===== src/hw/port_crossbar_defines.svh =====
// constants for the port crossbar: pin positions, counts and reset levels
`ifndef PORT_CROSSBAR_DEFINES_SVH
`define PORT_CROSSBAR_DEFINES_SVH

`define XB_LOW_PINS 16
`define XB_HIGH_PINS 16
`define XB_SIGS 8
`define XB_ALE_PIN 5
`define XB_RD_PIN 6
`define XB_WR_PIN 7
`define XB_RST_OUT 16'hffff
`define XB_RST_OE 16'h0000
`define XB_RST_SIG 8'h00
`define XB_IDLE 1'b1
`define XB_ZERO_SLOT 4'h0

`endif


===== src/hw/port_crossbar_pkg.sv =====
// types shared by the port crossbar
package port_crossbar_pkg;

	typedef enum logic [3:0] {
		SIG_NONE,
		SIG_S0TX,
		SIG_S0RX,
		SIG_SDA,
		SIG_SCL,
		SIG_S1TX,
		SIG_S1RX,
		SIG_IRQ0,
		SIG_IRQ1
	} sig_e;

endpackage


===== src/hw/port_crossbar_assignment.sv =====
// port crossbar: priority pin allocation, skip logic, drive modes, memory bus ports
`timescale 1ns/1ps
`include "port_crossbar_defines.svh"

module port_crossbar_assignment (
	input wire logic ref_clk,
	input wire logic reset,
	input wire logic crossbarMasterEn,
	input wire logic serialZeroRouteEn,
	input wire logic twowireRouteEn,
	input wire logic serialOneRouteEn,
	input wire logic extIrqZeroRouteEn,
	input wire logic extIrqOneRouteEn,
	input wire logic memifLowPortEn,
	input wire logic memifPortSelect,
	input wire logic memifMuxModeBit,
	input wire logic [7:0] port0InputMode,
	input wire logic [7:0] port1InputMode,
	input wire logic [7:0] port0OutputMode,
	input wire logic [7:0] port1OutputMode,
	input wire logic [15:0] highOutputMode,
	input wire logic [15:0] lowLatch,
	input wire logic [15:0] highLatch,
	input wire logic serialZeroTx,
	input wire logic serialOneTx,
	input wire logic twowireSdaOut,
	input wire logic twowireSclOut,
	input wire logic memifAle,
	input wire logic memifRd_n,
	input wire logic memifWr_n,
	input wire logic externalDataMove,
	input wire logic [15:0] memifHighOut,
	input wire logic [15:0] memifHighOe,
	input wire logic [15:0] lowPinIn,
	input wire logic [15:0] highPinIn,
	output logic [15:0] lowPinOut,
	output logic [15:0] lowPinOe,
	output logic [15:0] highPinOut,
	output logic [15:0] highPinOe,
	output logic [15:0] lowPinState,
	output logic [15:0] highPinState,
	output logic serialZeroRx,
	output logic serialOneRx,
	output logic twowireSdaIn,
	output logic twowireSclIn,
	output logic extIrqZeroPin,
	output logic extIrqOnePin
);

	// ---------------------------------------------------------------
	// helpers
	// ---------------------------------------------------------------
	function automatic logic pinOe(input logic v, input logic pushPull);
		pinOe = pushPull | ~v;
	endfunction

	function automatic port_crossbar_pkg::sig_e sigOfIndex(input int i);
		unique case (i)
			0: sigOfIndex = port_crossbar_pkg::SIG_S0TX;
			1: sigOfIndex = port_crossbar_pkg::SIG_S0RX;
			2: sigOfIndex = port_crossbar_pkg::SIG_SDA;
			3: sigOfIndex = port_crossbar_pkg::SIG_SCL;
			4: sigOfIndex = port_crossbar_pkg::SIG_S1TX;
			5: sigOfIndex = port_crossbar_pkg::SIG_S1RX;
			6: sigOfIndex = port_crossbar_pkg::SIG_IRQ0;
			default: sigOfIndex = port_crossbar_pkg::SIG_IRQ1;
		endcase
	endfunction

	// ---------------------------------------------------------------
	// state
	// ---------------------------------------------------------------
	logic [15:0] lowSync1_reg, lowSync2_reg, highSync1_reg, highSync2_reg;
	logic [15:0] lowOut_next, lowOe_next, highOut_next, highOe_next;
	logic s0Rx_next, s1Rx_next, sdaIn_next, sclIn_next, irq0_next, irq1_next;
	port_crossbar_pkg::sig_e pinSig_reg [16];
	port_crossbar_pkg::sig_e pinSig_next [16];
	port_crossbar_pkg::sig_e sigList [8];
	logic [7:0] reqEn;
	logic [15:0] skipMask;
	logic [15:0] outMode;
	logic [3:0] sigCount, nextSlot;
	logic memifLow, memifMux, v;

	// ---------------------------------------------------------------
	// allocation
	// ---------------------------------------------------------------
	always_comb begin
		memifLow = crossbarMasterEn & memifLowPortEn;
		memifMux = memifLow & ~memifPortSelect & ~memifMuxModeBit;
		skipMask = ~{port1InputMode, port0InputMode};
		skipMask[`XB_RD_PIN] = skipMask[`XB_RD_PIN] | memifLow;
		skipMask[`XB_WR_PIN] = skipMask[`XB_WR_PIN] | memifLow;
		skipMask[`XB_ALE_PIN] = skipMask[`XB_ALE_PIN] | memifMux;
		// pairs share one enable, so tx/rx and data/clock stay adjacent
		reqEn = {extIrqOneRouteEn, extIrqZeroRouteEn, {2{serialOneRouteEn}},
			{2{twowireRouteEn}}, {2{serialZeroRouteEn}}};
		sigCount = `XB_ZERO_SLOT;
		for (int i = 0; i < `XB_SIGS; i++) begin
			sigList[i] = port_crossbar_pkg::SIG_NONE;
		end
		for (int i = 0; i < `XB_SIGS; i++) begin
			if (reqEn[i]) begin
				sigList[sigCount[2:0]] = sigOfIndex(i);
				sigCount = sigCount + 4'h1;
			end
		end
		nextSlot = `XB_ZERO_SLOT;
		for (int p = 0; p < `XB_LOW_PINS; p++) begin
			pinSig_next[p] = port_crossbar_pkg::SIG_NONE;
			// skipped pins pass the signal on to the next pin, across ports
			if (crossbarMasterEn && !skipMask[p] && nextSlot < sigCount) begin
				pinSig_next[p] = sigList[nextSlot[2:0]];
				nextSlot = nextSlot + 4'h1;
			end
		end
	end

	// ---------------------------------------------------------------
	// pin drive and peripheral inputs
	// ---------------------------------------------------------------
	always_comb begin
		outMode = {port1OutputMode, port0OutputMode};
		s0Rx_next = `XB_IDLE;
		s1Rx_next = `XB_IDLE;
		sdaIn_next = `XB_IDLE;
		sclIn_next = `XB_IDLE;
		irq0_next = `XB_IDLE;
		irq1_next = `XB_IDLE;
		v = `XB_IDLE;
		for (int p = 0; p < `XB_LOW_PINS; p++) begin
			v = lowLatch[p];
			unique case (pinSig_next[p])
				port_crossbar_pkg::SIG_NONE: v = lowLatch[p];
				port_crossbar_pkg::SIG_S0TX: v = serialZeroTx;
				port_crossbar_pkg::SIG_SDA: v = twowireSdaOut;
				port_crossbar_pkg::SIG_SCL: v = twowireSclOut;
				port_crossbar_pkg::SIG_S1TX: v = serialOneTx;
				port_crossbar_pkg::SIG_S0RX: s0Rx_next = lowSync2_reg[p];
				port_crossbar_pkg::SIG_S1RX: s1Rx_next = lowSync2_reg[p];
				port_crossbar_pkg::SIG_IRQ0: irq0_next = lowSync2_reg[p];
				port_crossbar_pkg::SIG_IRQ1: irq1_next = lowSync2_reg[p];
			endcase
			if (memifLow && p == `XB_RD_PIN) begin
				v = memifRd_n;
			end
			if (memifLow && p == `XB_WR_PIN) begin
				v = memifWr_n;
			end
			if (memifMux && p == `XB_ALE_PIN) begin
				v = memifAle;
			end
			if (pinSig_next[p] == port_crossbar_pkg::SIG_SDA) begin
				sdaIn_next = lowSync2_reg[p];
			end
			if (pinSig_next[p] == port_crossbar_pkg::SIG_SCL) begin
				sclIn_next = lowSync2_reg[p];
			end
			lowOut_next[p] = v;
			lowOe_next[p] = pinOe(v, outMode[p]);
			// input-only signals release their pin
			if (pinSig_next[p] inside {port_crossbar_pkg::SIG_S0RX, port_crossbar_pkg::SIG_S1RX,
				port_crossbar_pkg::SIG_IRQ0, port_crossbar_pkg::SIG_IRQ1}) begin
				lowOut_next[p] = `XB_IDLE;
				lowOe_next[p] = 1'b0;
			end
		end
		for (int p = 0; p < `XB_HIGH_PINS; p++) begin
			// memory bus drives ports two and three while externalDataMove is set, regardless of crossbar state
			highOut_next[p] = externalDataMove ? memifHighOut[p] : highLatch[p];
			highOe_next[p] = externalDataMove ? memifHighOe[p] :
				pinOe(highLatch[p], highOutputMode[p]);
		end
	end

	always_ff @(posedge ref_clk) begin
		if (reset) begin
			lowSync1_reg <= `XB_RST_OUT;
			lowSync2_reg <= `XB_RST_OUT;
			highSync1_reg <= `XB_RST_OUT;
			highSync2_reg <= `XB_RST_OUT;
			lowPinOut <= `XB_RST_OUT;
			lowPinOe <= `XB_RST_OE;
			highPinOut <= `XB_RST_OUT;
			highPinOe <= `XB_RST_OE;
			serialZeroRx <= `XB_IDLE;
			serialOneRx <= `XB_IDLE;
			twowireSdaIn <= `XB_IDLE;
			twowireSclIn <= `XB_IDLE;
			extIrqZeroPin <= `XB_IDLE;
			extIrqOnePin <= `XB_IDLE;
			for (int p = 0; p < `XB_LOW_PINS; p++) begin
				pinSig_reg[p] <= port_crossbar_pkg::SIG_NONE;
			end
		end else begin
			lowSync1_reg <= lowPinIn;
			lowSync2_reg <= lowSync1_reg;
			highSync1_reg <= highPinIn;
			highSync2_reg <= highSync1_reg;
			lowPinOut <= lowOut_next;
			lowPinOe <= lowOe_next;
			highPinOut <= highOut_next;
			highPinOe <= highOe_next;
			serialZeroRx <= s0Rx_next;
			serialOneRx <= s1Rx_next;
			twowireSdaIn <= sdaIn_next;
			twowireSclIn <= sclIn_next;
			extIrqZeroPin <= irq0_next;
			extIrqOnePin <= irq1_next;
			for (int p = 0; p < `XB_LOW_PINS; p++) begin
				pinSig_reg[p] <= pinSig_next[p];
			end
		end
	end

	assign lowPinState = lowSync2_reg;
	assign highPinState = highSync2_reg;

	// ---------------------------------------------------------------
	// checks
	// ---------------------------------------------------------------
	logic exampleCfg;
	assign exampleCfg = crossbarMasterEn & serialZeroRouteEn & twowireRouteEn & serialOneRouteEn
		& extIrqZeroRouteEn & extIrqOneRouteEn & memifLowPortEn & ~memifPortSelect
		& ~memifMuxModeBit & (port0InputMode == 8'hff) & (port1InputMode == 8'he3);
endmodule


===== config.mk =====
export PLATFORM = sky130hd
export DESIGN_NAME = port_crossbar_assignment
export DESIGN_NICKNAME = d
export VERILOG_FILES = /design/src/hw/port_crossbar_pkg.sv /design/src/hw/port_crossbar_assignment.sv
export VERILOG_INCLUDE_DIRS = /design/src /design/src/hw
export SDC_FILE = /design/constraint.sdc
export NUM_CORES = 1
export LEC_CHECK = 0
export BUFFER_PORTS_ARGS = -buffer_cell sky130_fd_sc_hd__buf_4
export CAP_MARGIN = 20
export CORE_MARGIN = 5
export CORE_UTILIZATION = 52
export DETAILED_ROUTE_END_ITERATION = 8
export HOLD_SLACK_MARGIN = 0.05
export PLACE_DENSITY = 0.76
export SETUP_SLACK_MARGIN = 0.2
export SYNTH_ARGS = -nofsm -noshare
export SYNTH_HDL_FRONTEND = slang
export SYNTH_SLANG_ARGS = --single-unit

===== constraint.sdc =====
create_clock -name ref_clk -period 62.7 [get_ports ref_clk]
set_input_delay 3.135 -clock ref_clk [delete_from_list [all_inputs] [get_ports ref_clk]]
set_output_delay 3.135 -clock ref_clk [all_outputs]
set_load 0.05 [all_outputs]

Word level (Yosys, flattened, before mapping)
Cells that the tools add are included.
{ "word_totals": {"register_bits": 134, "input_bits": 163, "out_inout_bits": 102, "elab_cells": 686} }
{ "op_classes": {"addsub": 21, "order_cmp": 45, "n_eq_ne": 128, "mux": 266, "bitwise": 95, "reduce_logical": 87} }
{ "op_table": {"columns": ["cell", "count"], "rows": [
  ["2-to-1 mux 4 bit", 81],
  ["equality test 4 x 3 -> 1 bit (second input constant)", 64],
  ["bitwise mux 32 bit", 7],
  ["2-to-1 mux 32 bit", 7],
  ["binary-select mux 4 bit (select 3 bit)", 15],
  ["2-to-1 mux 1 bit", 133],
  ["equality test 4 x 2 -> 1 bit (second input constant)", 32],
  [">= comparator 4 bit (second input constant)", 22],
  ["inverter 3 -> 4 bit", 22],
  ["adder 4 x 1 -> 4 bit (second input constant)", 21],
  ["demux 4 bit (select 3 bit)", 7],
  ["equality test 4 x 1 -> 1 bit (second input constant)", 16],
  ["equality test 4 bit (second input constant)", 16],
  ["case mux 1 bit (4 select lines)", 16],
  ["nonzero test 4 bit", 16],
  ["less-than comparator 4 bit", 15],
  ["logical AND 1 bit", 39],
  ["OR 1 bit", 35],
  ["inverter 1 bit", 34],
  ["OR reduction 2 bit", 16],
  ["less-than comparator 4 x 1 -> 1 bit (second input constant)", 7],
  ["logical NOT 1 bit", 16],
  ["inverter 16 bit", 1],
  ["less-than comparator 1 x 4 -> 1 bit (first input constant)", 1],
  ["bitwise AND 1 bit", 3]
]} }

Depth between registers and ports, before layout
Gate-level depths: netlist (run 1).
{ "depth": {"ltp_word": 69, "mapped_depth": 130, "mapped_depth_nobuf": 120} }

Worst setup path before layout (run 1)
No wires, ideal clock.
{ "synth_timing": {"path_kind": "input to register", "start": "input extIrqZeroRouteEn", "end": "register lowPinOe[15]", "setup_ps": 120, "arrival_time_ps": 28523, "t_required_ps": 62580, "slack_ps": 34057, "path_stages": 115, "n_path_buf": 12, "cell_sequence": "buf_2 clkinv_1 buf_1 ha_1 or2_2 clkbuf_1 nand2_1 ha_1 nand2_1 o32a_4 o311ai_0 inv_1 ha_1 ha_1 nor2_1 a21o_1 o21a_1 buf_4 [... 79 more ...] inv_2 ha_1 a31oi_1 o21a_1 clkbuf_1 nand2_1 xnor2_2 clkinv_4 ha_1 nand3_1 a21oi_1 a2111oi_0 mux2_2 mux2i_4 mux2i_1 and3_1 a211oi_1 o31a_1"} }
{ "synth_between": {"elab_chain_len": 57} }
{ "synth_rtl": {"columns": ["item", "line_no", "rtl"], "rows": [
  ["from (decl)", "port_crossbar_assignment.sv:12", "input wire logic extIrqZeroRouteEn,"],
  ["2-to-1 mux 4 bit", "port_crossbar_assignment.sv:103", "if (reqEn[i]) begin"],
  ["adder 4 x 1 -> 4 bit", "port_crossbar_assignment.sv:105", "sigCount = sigCount + 4'h1;"],
  ["2-to-1 mux 4 bit", "port_crossbar_assignment.sv:103", null],
  ["less-than comparator 1 x 4 -> 1 bit", "port_crossbar_assignment.sv:112", "if (crossbarMasterEn && !skipMask[p] && nextSlot < sigCount) begin"],
  ["logical AND 1 bit", "port_crossbar_assignment.sv:112", null],
  ["2-to-1 mux 1 bit", "port_crossbar_assignment.sv:112", null],
  ["less-than comparator 4 bit", "port_crossbar_assignment.sv:112", null],
  ["logical AND 1 bit", "port_crossbar_assignment.sv:112", null],
  ["[... 40 more ...]", null, null],
  ["inverter 3 -> 4 bit (implied by the code)", "port_crossbar_assignment.sv:113", "pinSig_next[p] = sigList[nextSlot[2:0]];"],
  ["binary-select mux 4 bit (select 3 bit)", "port_crossbar_assignment.sv:113", null],
  ["2-to-1 mux 4 bit (implied by the code) (2 in series)", "port_crossbar_assignment.sv:113", null],
  ["2-to-1 mux 4 bit (*)", "port_crossbar_assignment.sv:112", null],
  ["equality test 4 x 3 -> 1 bit (tied with other cells)", "port_crossbar_assignment.sv:133", "unique case (pinSig_next[p])"],
  ["case mux 1 bit (4 select lines)", "port_crossbar_assignment.sv:133", null],
  ["inverter 1 bit", "port_crossbar_assignment.sv:54", "pinOe = pushPull | ~v;"],
  ["OR 1 bit", "port_crossbar_assignment.sv:54", null],
  ["to (signal assigned)", "port_crossbar_assignment.sv:183", "lowPinOe <= `XB_RST_OE;"],
  ["to (signal assigned)", "port_crossbar_assignment.sv:201", "lowPinOe <= lowOe_next;"],
  ["to (decl)", "port_crossbar_assignment.sv:37", "output logic [15:0] lowPinOe,"]
]} }
Every way passes the cells marked *; elsewhere a longest branch is shown, timed or not. The select of a mux whose other input is x is not followed.
A chain may end at the register's enable or synchronous reset.

Worst setup path in the final report (run 1)
{ "layout_timing": {"start": "input serialZeroRouteEn", "end": "register lowPinOut[15]"} }
{ "layout_between": {"elab_chain_len": 68} }
{ "layout_rtl": {"columns": ["item", "line_no", "rtl"], "rows": [
  ["from (decl)", "port_crossbar_assignment.sv:9", "input wire logic serialZeroRouteEn,"],
  ["2-to-1 mux 1 bit", "port_crossbar_assignment.sv:103", null],
  ["adder 4 x 1 -> 4 bit", "port_crossbar_assignment.sv:105", null],
  ["2-to-1 mux 4 bit", "port_crossbar_assignment.sv:103", null],
  ["adder 4 x 1 -> 4 bit", "port_crossbar_assignment.sv:105", null],
  ["2-to-1 mux 4 bit", "port_crossbar_assignment.sv:103", null],
  ["adder 4 x 1 -> 4 bit", "port_crossbar_assignment.sv:105", null],
  ["2-to-1 mux 4 bit", "port_crossbar_assignment.sv:103", null],
  ["adder 4 x 1 -> 4 bit", "port_crossbar_assignment.sv:105", null],
  ["[... 51 more ...]", null, null],
  ["2-to-1 mux 4 bit", "port_crossbar_assignment.sv:112", null],
  ["inverter 3 -> 4 bit (implied by the code)", "port_crossbar_assignment.sv:113", null],
  ["binary-select mux 4 bit (select 3 bit)", "port_crossbar_assignment.sv:113", null],
  ["2-to-1 mux 4 bit (implied by the code) (2 in series)", "port_crossbar_assignment.sv:113", null],
  ["2-to-1 mux 4 bit (*)", "port_crossbar_assignment.sv:112", null],
  ["equality test 4 x 2 -> 1 bit (tied with other cells)", "port_crossbar_assignment.sv:162", "if (pinSig_next[p] inside {port_crossbar_pkg::SIG_S0RX, port_crossbar_pkg::SIG_S1RX,"],
  ["nonzero test 4 bit", "port_crossbar_assignment.sv:162", null],
  ["OR reduction 2 bit (no line)", null, null],
  ["to (signal assigned)", "port_crossbar_assignment.sv:182", "lowPinOut <= `XB_RST_OUT;"],
  ["to (signal assigned)", "port_crossbar_assignment.sv:200", "lowPinOut <= lowOut_next;"],
  ["to (decl)", "port_crossbar_assignment.sv:36", "output logic [15:0] lowPinOut,"]
]} }
Marked as above.

==> impl_metrics.py, run 1 <==
metrics = {
    "status": {
        "run_status": "completed",
    },
    "critical_path": {
        "critPathCaptureType": "flip-flop",
        "path_class": "input pin to flip-flop",
        "startpoint_type": "input pin",
        "crit_path_max_fanout": 21,
        "worst_ep_arrival_time_ps": 33470,
        "critical-path-slowest-cell": "sky130_fd_sc_hd__o41ai_2",
        "critPathRequiredTime_ps": 62980,
        "cp_slowest_stage_delay_ps": 990,
    },
    "global_route": {
        "grt_max_degree": 62,
        "grt_antenna_before_repair": 0,
        "met3_track_demand_over_resource": 0.07205,
        "globalRouteMet2Util": 0.5874,
        "grt_first_pass_wirelength_mm": 85.12,
        "grt_pass1_vias": 14647,
        "grt_busiest_layer": "met2",
        "track_usage": 0.3568,
        "grtUsageMet1": 0.4482,
        "grt_remaining_overflow": 0,
    },
    "routing": {
        "finalWirelength_mm": 56.93,
        "drcViolationCount": 0,
        "drt_iter0_drc": 2075,
        "antenna_violating_nets_post_route": 0,
        "post_drt_via_cell_ratio": 6.577,
        "detailroute.via_count": 15449,
        "detailedRoute.firstPassIterationCount": 7,
        "drt_wl_cell_um": 24.23,
    },
    "final_layout": {
        "drive_above_1_share": 0.2612,
        "diodes_inserted": 0,
        "num-fill-cells": 2354,
        "mostFrequentLayoutCell": "sky130_fd_sc_hd__buf_4",
        "final_cell_area_um2": 16670,
        "layoutNonFillerInstCount": 2349,
        "layout_common_cells": "sky130_fd_sc_hd__buf_4, sky130_fd_sc_hd__nand2_1, sky130_fd_sc_hd__nor2_1, sky130_fd_sc_hd__dfxtp_1, sky130_fd_sc_hd__a21oi_1",
        "fin_nets": 2230,
        "area_growth_pct": 20.58,
    },
    "sta": {
        "finalSetupViolCount": 0,
        "skew_ps": 11.27,
        "fin_ws_ps": 29510,
        "period_share": 0.5294,
        "timing.max_slew.rel_slack": 0.2555,
        "totalNegativeSetupSlack_ps": 0,
        "worstMarginPinSlew_ps": 1108,
        "final_hold_viol_count": 0,
        "fin_hold_ws_ps": 396.9,
        "max_freq_mhz": 30.13,
        "unrepaired_setup_endpoints_after_global_routing": "false",
        "slew_violations": 0,
        "final.min_clock_period_ps": 33190,
    },
    "pwr": {
        "p_per_area_nw_per_um2": 47.11,
        "worst_ir_drop_vdd_mv": 0.04607,
        "static-leakage-power_nw": 7.041,
    },
    "synthesis": {
        "yosys_most_used_dff": "sky130_fd_sc_hd__dfxtp_1",
        "synthesis.area_um2": 13820,
        "syn_inst": 1779,
        "ys_seq_area_frac": 0.1941,
        "edff_count_synth": 0,
        "synth.ff_latch_count": 134,
        "post_synth.cell_area_avg_um2": 7.770,
        "ys_async_sr_fraction": 0,
        "yosys_warnings": 0,
        "syn_nets": 2008,
        "synth_cell_type_count": 115,
    },
    "clock_network": {
        "cts.root.buffer_cell": "sky130_fd_sc_hd__clkbuf_16",
        "cts-hold-fix-buffers": 0,
        "clk_path_buf_depth": 2,
        "post-cts-setup-buffers": 0,
        "clkSinkCount": 134,
        "clock_tree_from_tritoncts": "yes",
        "clk_pin_slew_worst_paths_ps": 70,
        "cts_resized": 0,
        "cts-buffers-inserted": 17,
        "cts-htree-levels": 4,
        "insertion_delay_ps": 420,
    },
    "place": {
        "dpl_cell_area_um2": 16070,
        "hpwl_mm": 43.04,
        "placement.setup.worst_slack_ps": 29600,
        "dp_cells": 2315,
        "routabilityCongestion": 1.023,
        "io_buffers": 264,
    },
    "floorplanning": {
        "core_area_um2": 26130,
        "dieHeight_um": 173.0,
        "num_rows": 59,
        "io-pin-count": 265,
        "design.die.area_um2": 29940,
        "dieWidth_um": 173.0,
        "initial_utilization": 0.5289,
    },
    "min_path": {
        "holdCritPathClass": "flip-flop to flip-flop",
    },
    "flow_run": {
        "cap_violations": 0,
    },
}
==> worst max-delay path: cells and delay by family <==
kind,cells,cell delay [ps]
simple gates,44,9190
compound gates,27,8540
fa+ha+maj,18,5240
xor+xnor,11,3750
buf+inv,15,2870
mux,2,720
==> cell families after synthesis <==
family | after synthesis | synth area share
simple gates | 700 | 0.2620
compound gates | 486 | 0.2516
buf+inv | 170 | 0.04906
fa+ha+maj | 66 | 0.06083
mux | 157 | 0.1320
xor+xnor | 65 | 0.05024
flops | 134 | 0.1941
other cells | 1 | 0.0002713
==> cell usage after synthesis, drive strengths merged, types with 37 or more instances <==
library cell / count / area [um^2]
dfxtp: 134 / 2683
nand3: 66 / 330.3
clkbuf: 62 / 232.7
or2: 83 / 521.8
o21ai: 84 / 427.9
nor3: 46 / 240.2
nor2: 141 / 536.8
o211ai: 37 / 282.8
a21oi: 99 / 514.3
xnor2: 53 / 513.0
inv: 79 / 299.0
mux2: 46 / 518.0
nand2: 175 / 659.4
ha: 64 / 800.8
mux2i: 99 / 1036
==> area by class of cell <==
class,count,area [um^2],share of cell area
sequential,134,2683,0.1609
tap,335,419.2,0.02515
inverter,83,319.1,0.01914
clock buffer,17,425.4,0.02552
timing repair buffer,290,2172,0.1303
multi-input combinational,1475,10490,0.6292
clock inverter,15,162.7,0.009759
==> metal layers <==
layer	wire length [um]	up-vias
met4	2987	0
met3	6242	237
met2	26270	983
li1	-	7068
met1	21420	7161
met5	0	-
==> power by group <==
group / internal, W / total [W] / switching (W)
logic: 0.000216 / 0.000587 / 0.000371
registers: 0.0000952 / 0.0000992 / 0.00000398
clock network: 0.0000563 / 0.0000991 / 0.0000428
total: 0.000367 / 0.000785 / 0.000418
==> worst paths after layout <==
| path | start | end | slack [ps] | cells after the start |
|---|---|---|---|---|
| worst max-delay path | serialZeroRouteEn | lowPinOut[15]$_SDFF_PP1_ | 29510 | 117 |
| worst max register to register | lowPinState[0]$_SDFF_PP1_ | extIrqOnePin$_SDFF_PP1_ | 58840 | 16 |
| worst min-delay path | highSync1_reg[2]$_SDFF_PP1_ | highPinState[2]$_SDFF_PP1_ | 400 | 1 |
| worst min register to register | highSync1_reg[2]$_SDFF_PP1_ | highPinState[2]$_SDFF_PP1_ | 400 | 1 |
==> stage by stage <==
step	total power [W]	utilization
2_1_floorplan	0.0005421	-
3_3_place_gp	0.0006675	0.6149
3_5_place_dp	0.0006706	0.6149
4_1_cts	0.0007716	0.6374
5_1_grt	0.0008347	0.6378
6_report	0.0007852	0.6378
Power figures use the tool's default switching activity.
==> run 2, diff against run 1 <==
- PLACE_DENSITY: 0.76 -> 0.79
- clock period: 62.7 -> 30 ns (I/O delays scaled with it)
==> run 2 against run 1 <==
  * Combinational power up 110%
  * Count of clock-buffer cells in the layout increased by 1
  * Power increased by 110%
  * Critical path depth rose by 2
  * Via count is 0.94% higher
  * Sequential power is 110% higher
  * Global-route usage shrank 0.36 points
  * Clock power increased by 110%
  * Register-to-register slack lost 33000 ps
  * Wire length shrank 0.32%
  * Final area rose by 1.5%
  * Highest routed layer unchanged
  * Largest cell class unchanged
  * Setup slack worse by 28000 ps
==> impl_metrics.py, run 2 (synthesis gave the netlist of run 1 again) <==
metrics = {
    "place": {
        "io_buffers": 264,
        "routabilityCongestion": 1.021,
        "hpwl_mm": 43.12,
        "placement.setup.worst_slack_ps": -326.8,
        "dp_cells": 2328,
    },
    "floorplanning": {
        "core_area_um2": 26130,
        "dieHeight_um": 173.0,
        "num_rows": 59,
        "io-pin-count": 265,
        "dieWidth_um": 173.0,
        "design.die.area_um2": 29940,
        "initial_utilization": 0.5289,
    },
    "routing": {
        "detailroute.via_count": 15594,
        "antenna_violating_nets_post_route": 0,
        "finalWirelength_mm": 56.74,
        "drt_iter0_drc": 2061,
        "post_drt_via_cell_ratio": 6.591,
        "detailedRoute.firstPassIterationCount": 6,
        "drt_wl_cell_um": 23.98,
        "drcViolationCount": 0,
    },
    "critical_path": {
        "crit_path_max_fanout": 13,
        "startpoint_type": "input pin",
        "path_class": "input pin to flip-flop",
        "critical-path-slowest-cell": "sky130_fd_sc_hd__fa_2",
        "worst_ep_arrival_time_ps": 28580,
        "critPathCaptureType": "flip-flop",
        "cp_slowest_stage_delay_ps": 730,
        "critPathRequiredTime_ps": 30270,
        "critPathMostFrequentCell": "sky130_fd_sc_hd__ha_1",
    },
    "final_layout": {
        "final_util": 0.6475,
        "layout_common_cells": "sky130_fd_sc_hd__buf_4, sky130_fd_sc_hd__nand2_1, sky130_fd_sc_hd__nor2_1, sky130_fd_sc_hd__dfxtp_1, sky130_fd_sc_hd__a21oi_1",
        "num-fill-cells": 2335,
        "mostFrequentLayoutCell": "sky130_fd_sc_hd__buf_4",
        "layoutNonFillerInstCount": 2366,
        "fin_nets": 2244,
        "area_growth_pct": 22.42,
        "drive_above_1_share": 0.2781,
    },
    "min_path": {
        "holdCritPathClass": "flip-flop to flip-flop",
    },
    "sta": {
        "slew_violations": 0,
        "fin_hold_ws_ps": 401.4,
        "final_hold_viol_count": 0,
        "skew_ps": 13.54,
        "max_freq_mhz": 35.32,
        "fin_ws_ps": 1691,
        "period_share": 0.9436,
        "unrepaired_setup_endpoints_after_global_routing": "false",
        "timing.max_slew.rel_slack": 0.3097,
        "finalSetupViolCount": 0,
        "worstMarginPinSlew_ps": 1028,
        "final.min_clock_period_ps": 28310,
    },
    "global_route": {
        "grt_pass1_vias": 14506,
        "grt_max_degree": 68,
        "grt_first_pass_wirelength_mm": 84.29,
        "grt_antenna_before_repair": 1,
        "track_usage": 0.3531,
        "grt_remaining_overflow": 0,
    },
    "clock_network": {
        "cts-hold-fix-buffers": 0,
        "clock_tree_from_tritoncts": "yes",
        "cts-htree-levels": 4,
        "clk_path_buf_depth": 2,
        "clk_pin_slew_worst_paths_ps": 70,
        "cts-buffers-inserted": 17,
        "cts.root.buffer_cell": "sky130_fd_sc_hd__clkbuf_16",
        "insertion_delay_ps": 410,
        "clkSinkCount": 134,
    },
    "pwr": {
        "post-layout-total-power_w": 0.001675,
        "p_per_area_nw_per_um2": 98.99,
        "static-leakage-power_nw": 7.136,
        "worst_ir_drop_vdd_mv": 0.1526,
    },
    "flow_run": {
        "cap_violations": 0,
    },
    "status": {
        "run_status": "completed",
    },
}
==> run 2: changes by cell type in the layout (fill, tap and decap cells not counted), moves of 3 or more <==
| cell | delta |
|---|---|
| sky130_fd_sc_hd__clkinv_4 | -3 |
| sky130_fd_sc_hd__a31oi_1 | -3 |
| sky130_fd_sc_hd__diode_2 | +3 |
| sky130_fd_sc_hd__buf_4 | +15 |
| sky130_fd_sc_hd__a211oi_1 | -4 |
| sky130_fd_sc_hd__a211oi_2 | +4 |
==> run 2: what timing repair did <==
item	4_1_cts	5_1_grt
gates resized for setup	1	30
hold endpoints to repair	0	0
endpoints found under the setup margin	6	10
setup buffers	0	3
==> run 2: per-layer routing <==
layer	vias to the layer above	wire length, um	global-route usage
li1	7099	-	-
met1	7287	22030	0.4509
met2	980	26120	0.5815
met3	228	5679	0.06201
met4	0	2912	0.1656
met5	-	0	0
==> run 2: per-stage QoR <==
step	cell area (um^2)	TNS (ps)
5_1_grt	16920	0
4_1_cts	16760	0
6_report	16920	0
2_1_floorplan	13820	0
3_3_place_gp	16140	0
3_5_place_dp	16150	-1902
==> run 2: power breakdown <==
group	internal [W]	leakage (nW)	total, W	switching [W]
combinational	0.000465	5.73	0.00125	0.000789
sequential	0.000199	1.12	0.000208	0.00000860
clock	0.000127	0.291	0.000213	0.0000854
total	0.000792	7.14	0.00168	0.000883
==> run 2: path summary, 6_finish.rpt <==
check	startpoint	to	slack [ps]	cells past startpoint
setup / recovery	serialZeroRouteEn	lowPinOut[15]$_SDFF_PP1_	1690	119
hold / removal	highSync1_reg[1]$_SDFF_PP1_	highPinState[1]$_SDFF_PP1_	400	1
setup reg to reg	lowPinState[0]$_SDFF_PP1_	extIrqOnePin$_SDFF_PP1_	26240	16
hold reg to reg	highSync1_reg[1]$_SDFF_PP1_	highPinState[1]$_SDFF_PP1_	400	1
==> run 2: area by class of cell <==
type / instances / area (um^2) / share of cell area
Antenna cell: 3 / 7.507 / 0.0004437
Multi-Input combinational cell: 1475 / 10610 / 0.6272
Timing Repair Buffer: 304 / 2280 / 0.1347
Clock inverter: 14 / 161.4 / 0.009539
Inverter: 83 / 319.1 / 0.01886
Tap cell: 335 / 419.2 / 0.02477
Clock buffer: 18 / 439.2 / 0.02595
Sequential cell: 134 / 2683 / 0.1585
==> run 2: critical path: cells and delay by family <==
family | cells | cell delay [ps]
adders and majority gates | 18 | 5360
AOI/OAI and AO/OA | 25 | 6710
muxes | 4 | 970
xor gates and xnor gates | 11 | 3470
and+or+nand+nor | 44 | 7510
buffers and inverters | 17 | 3010
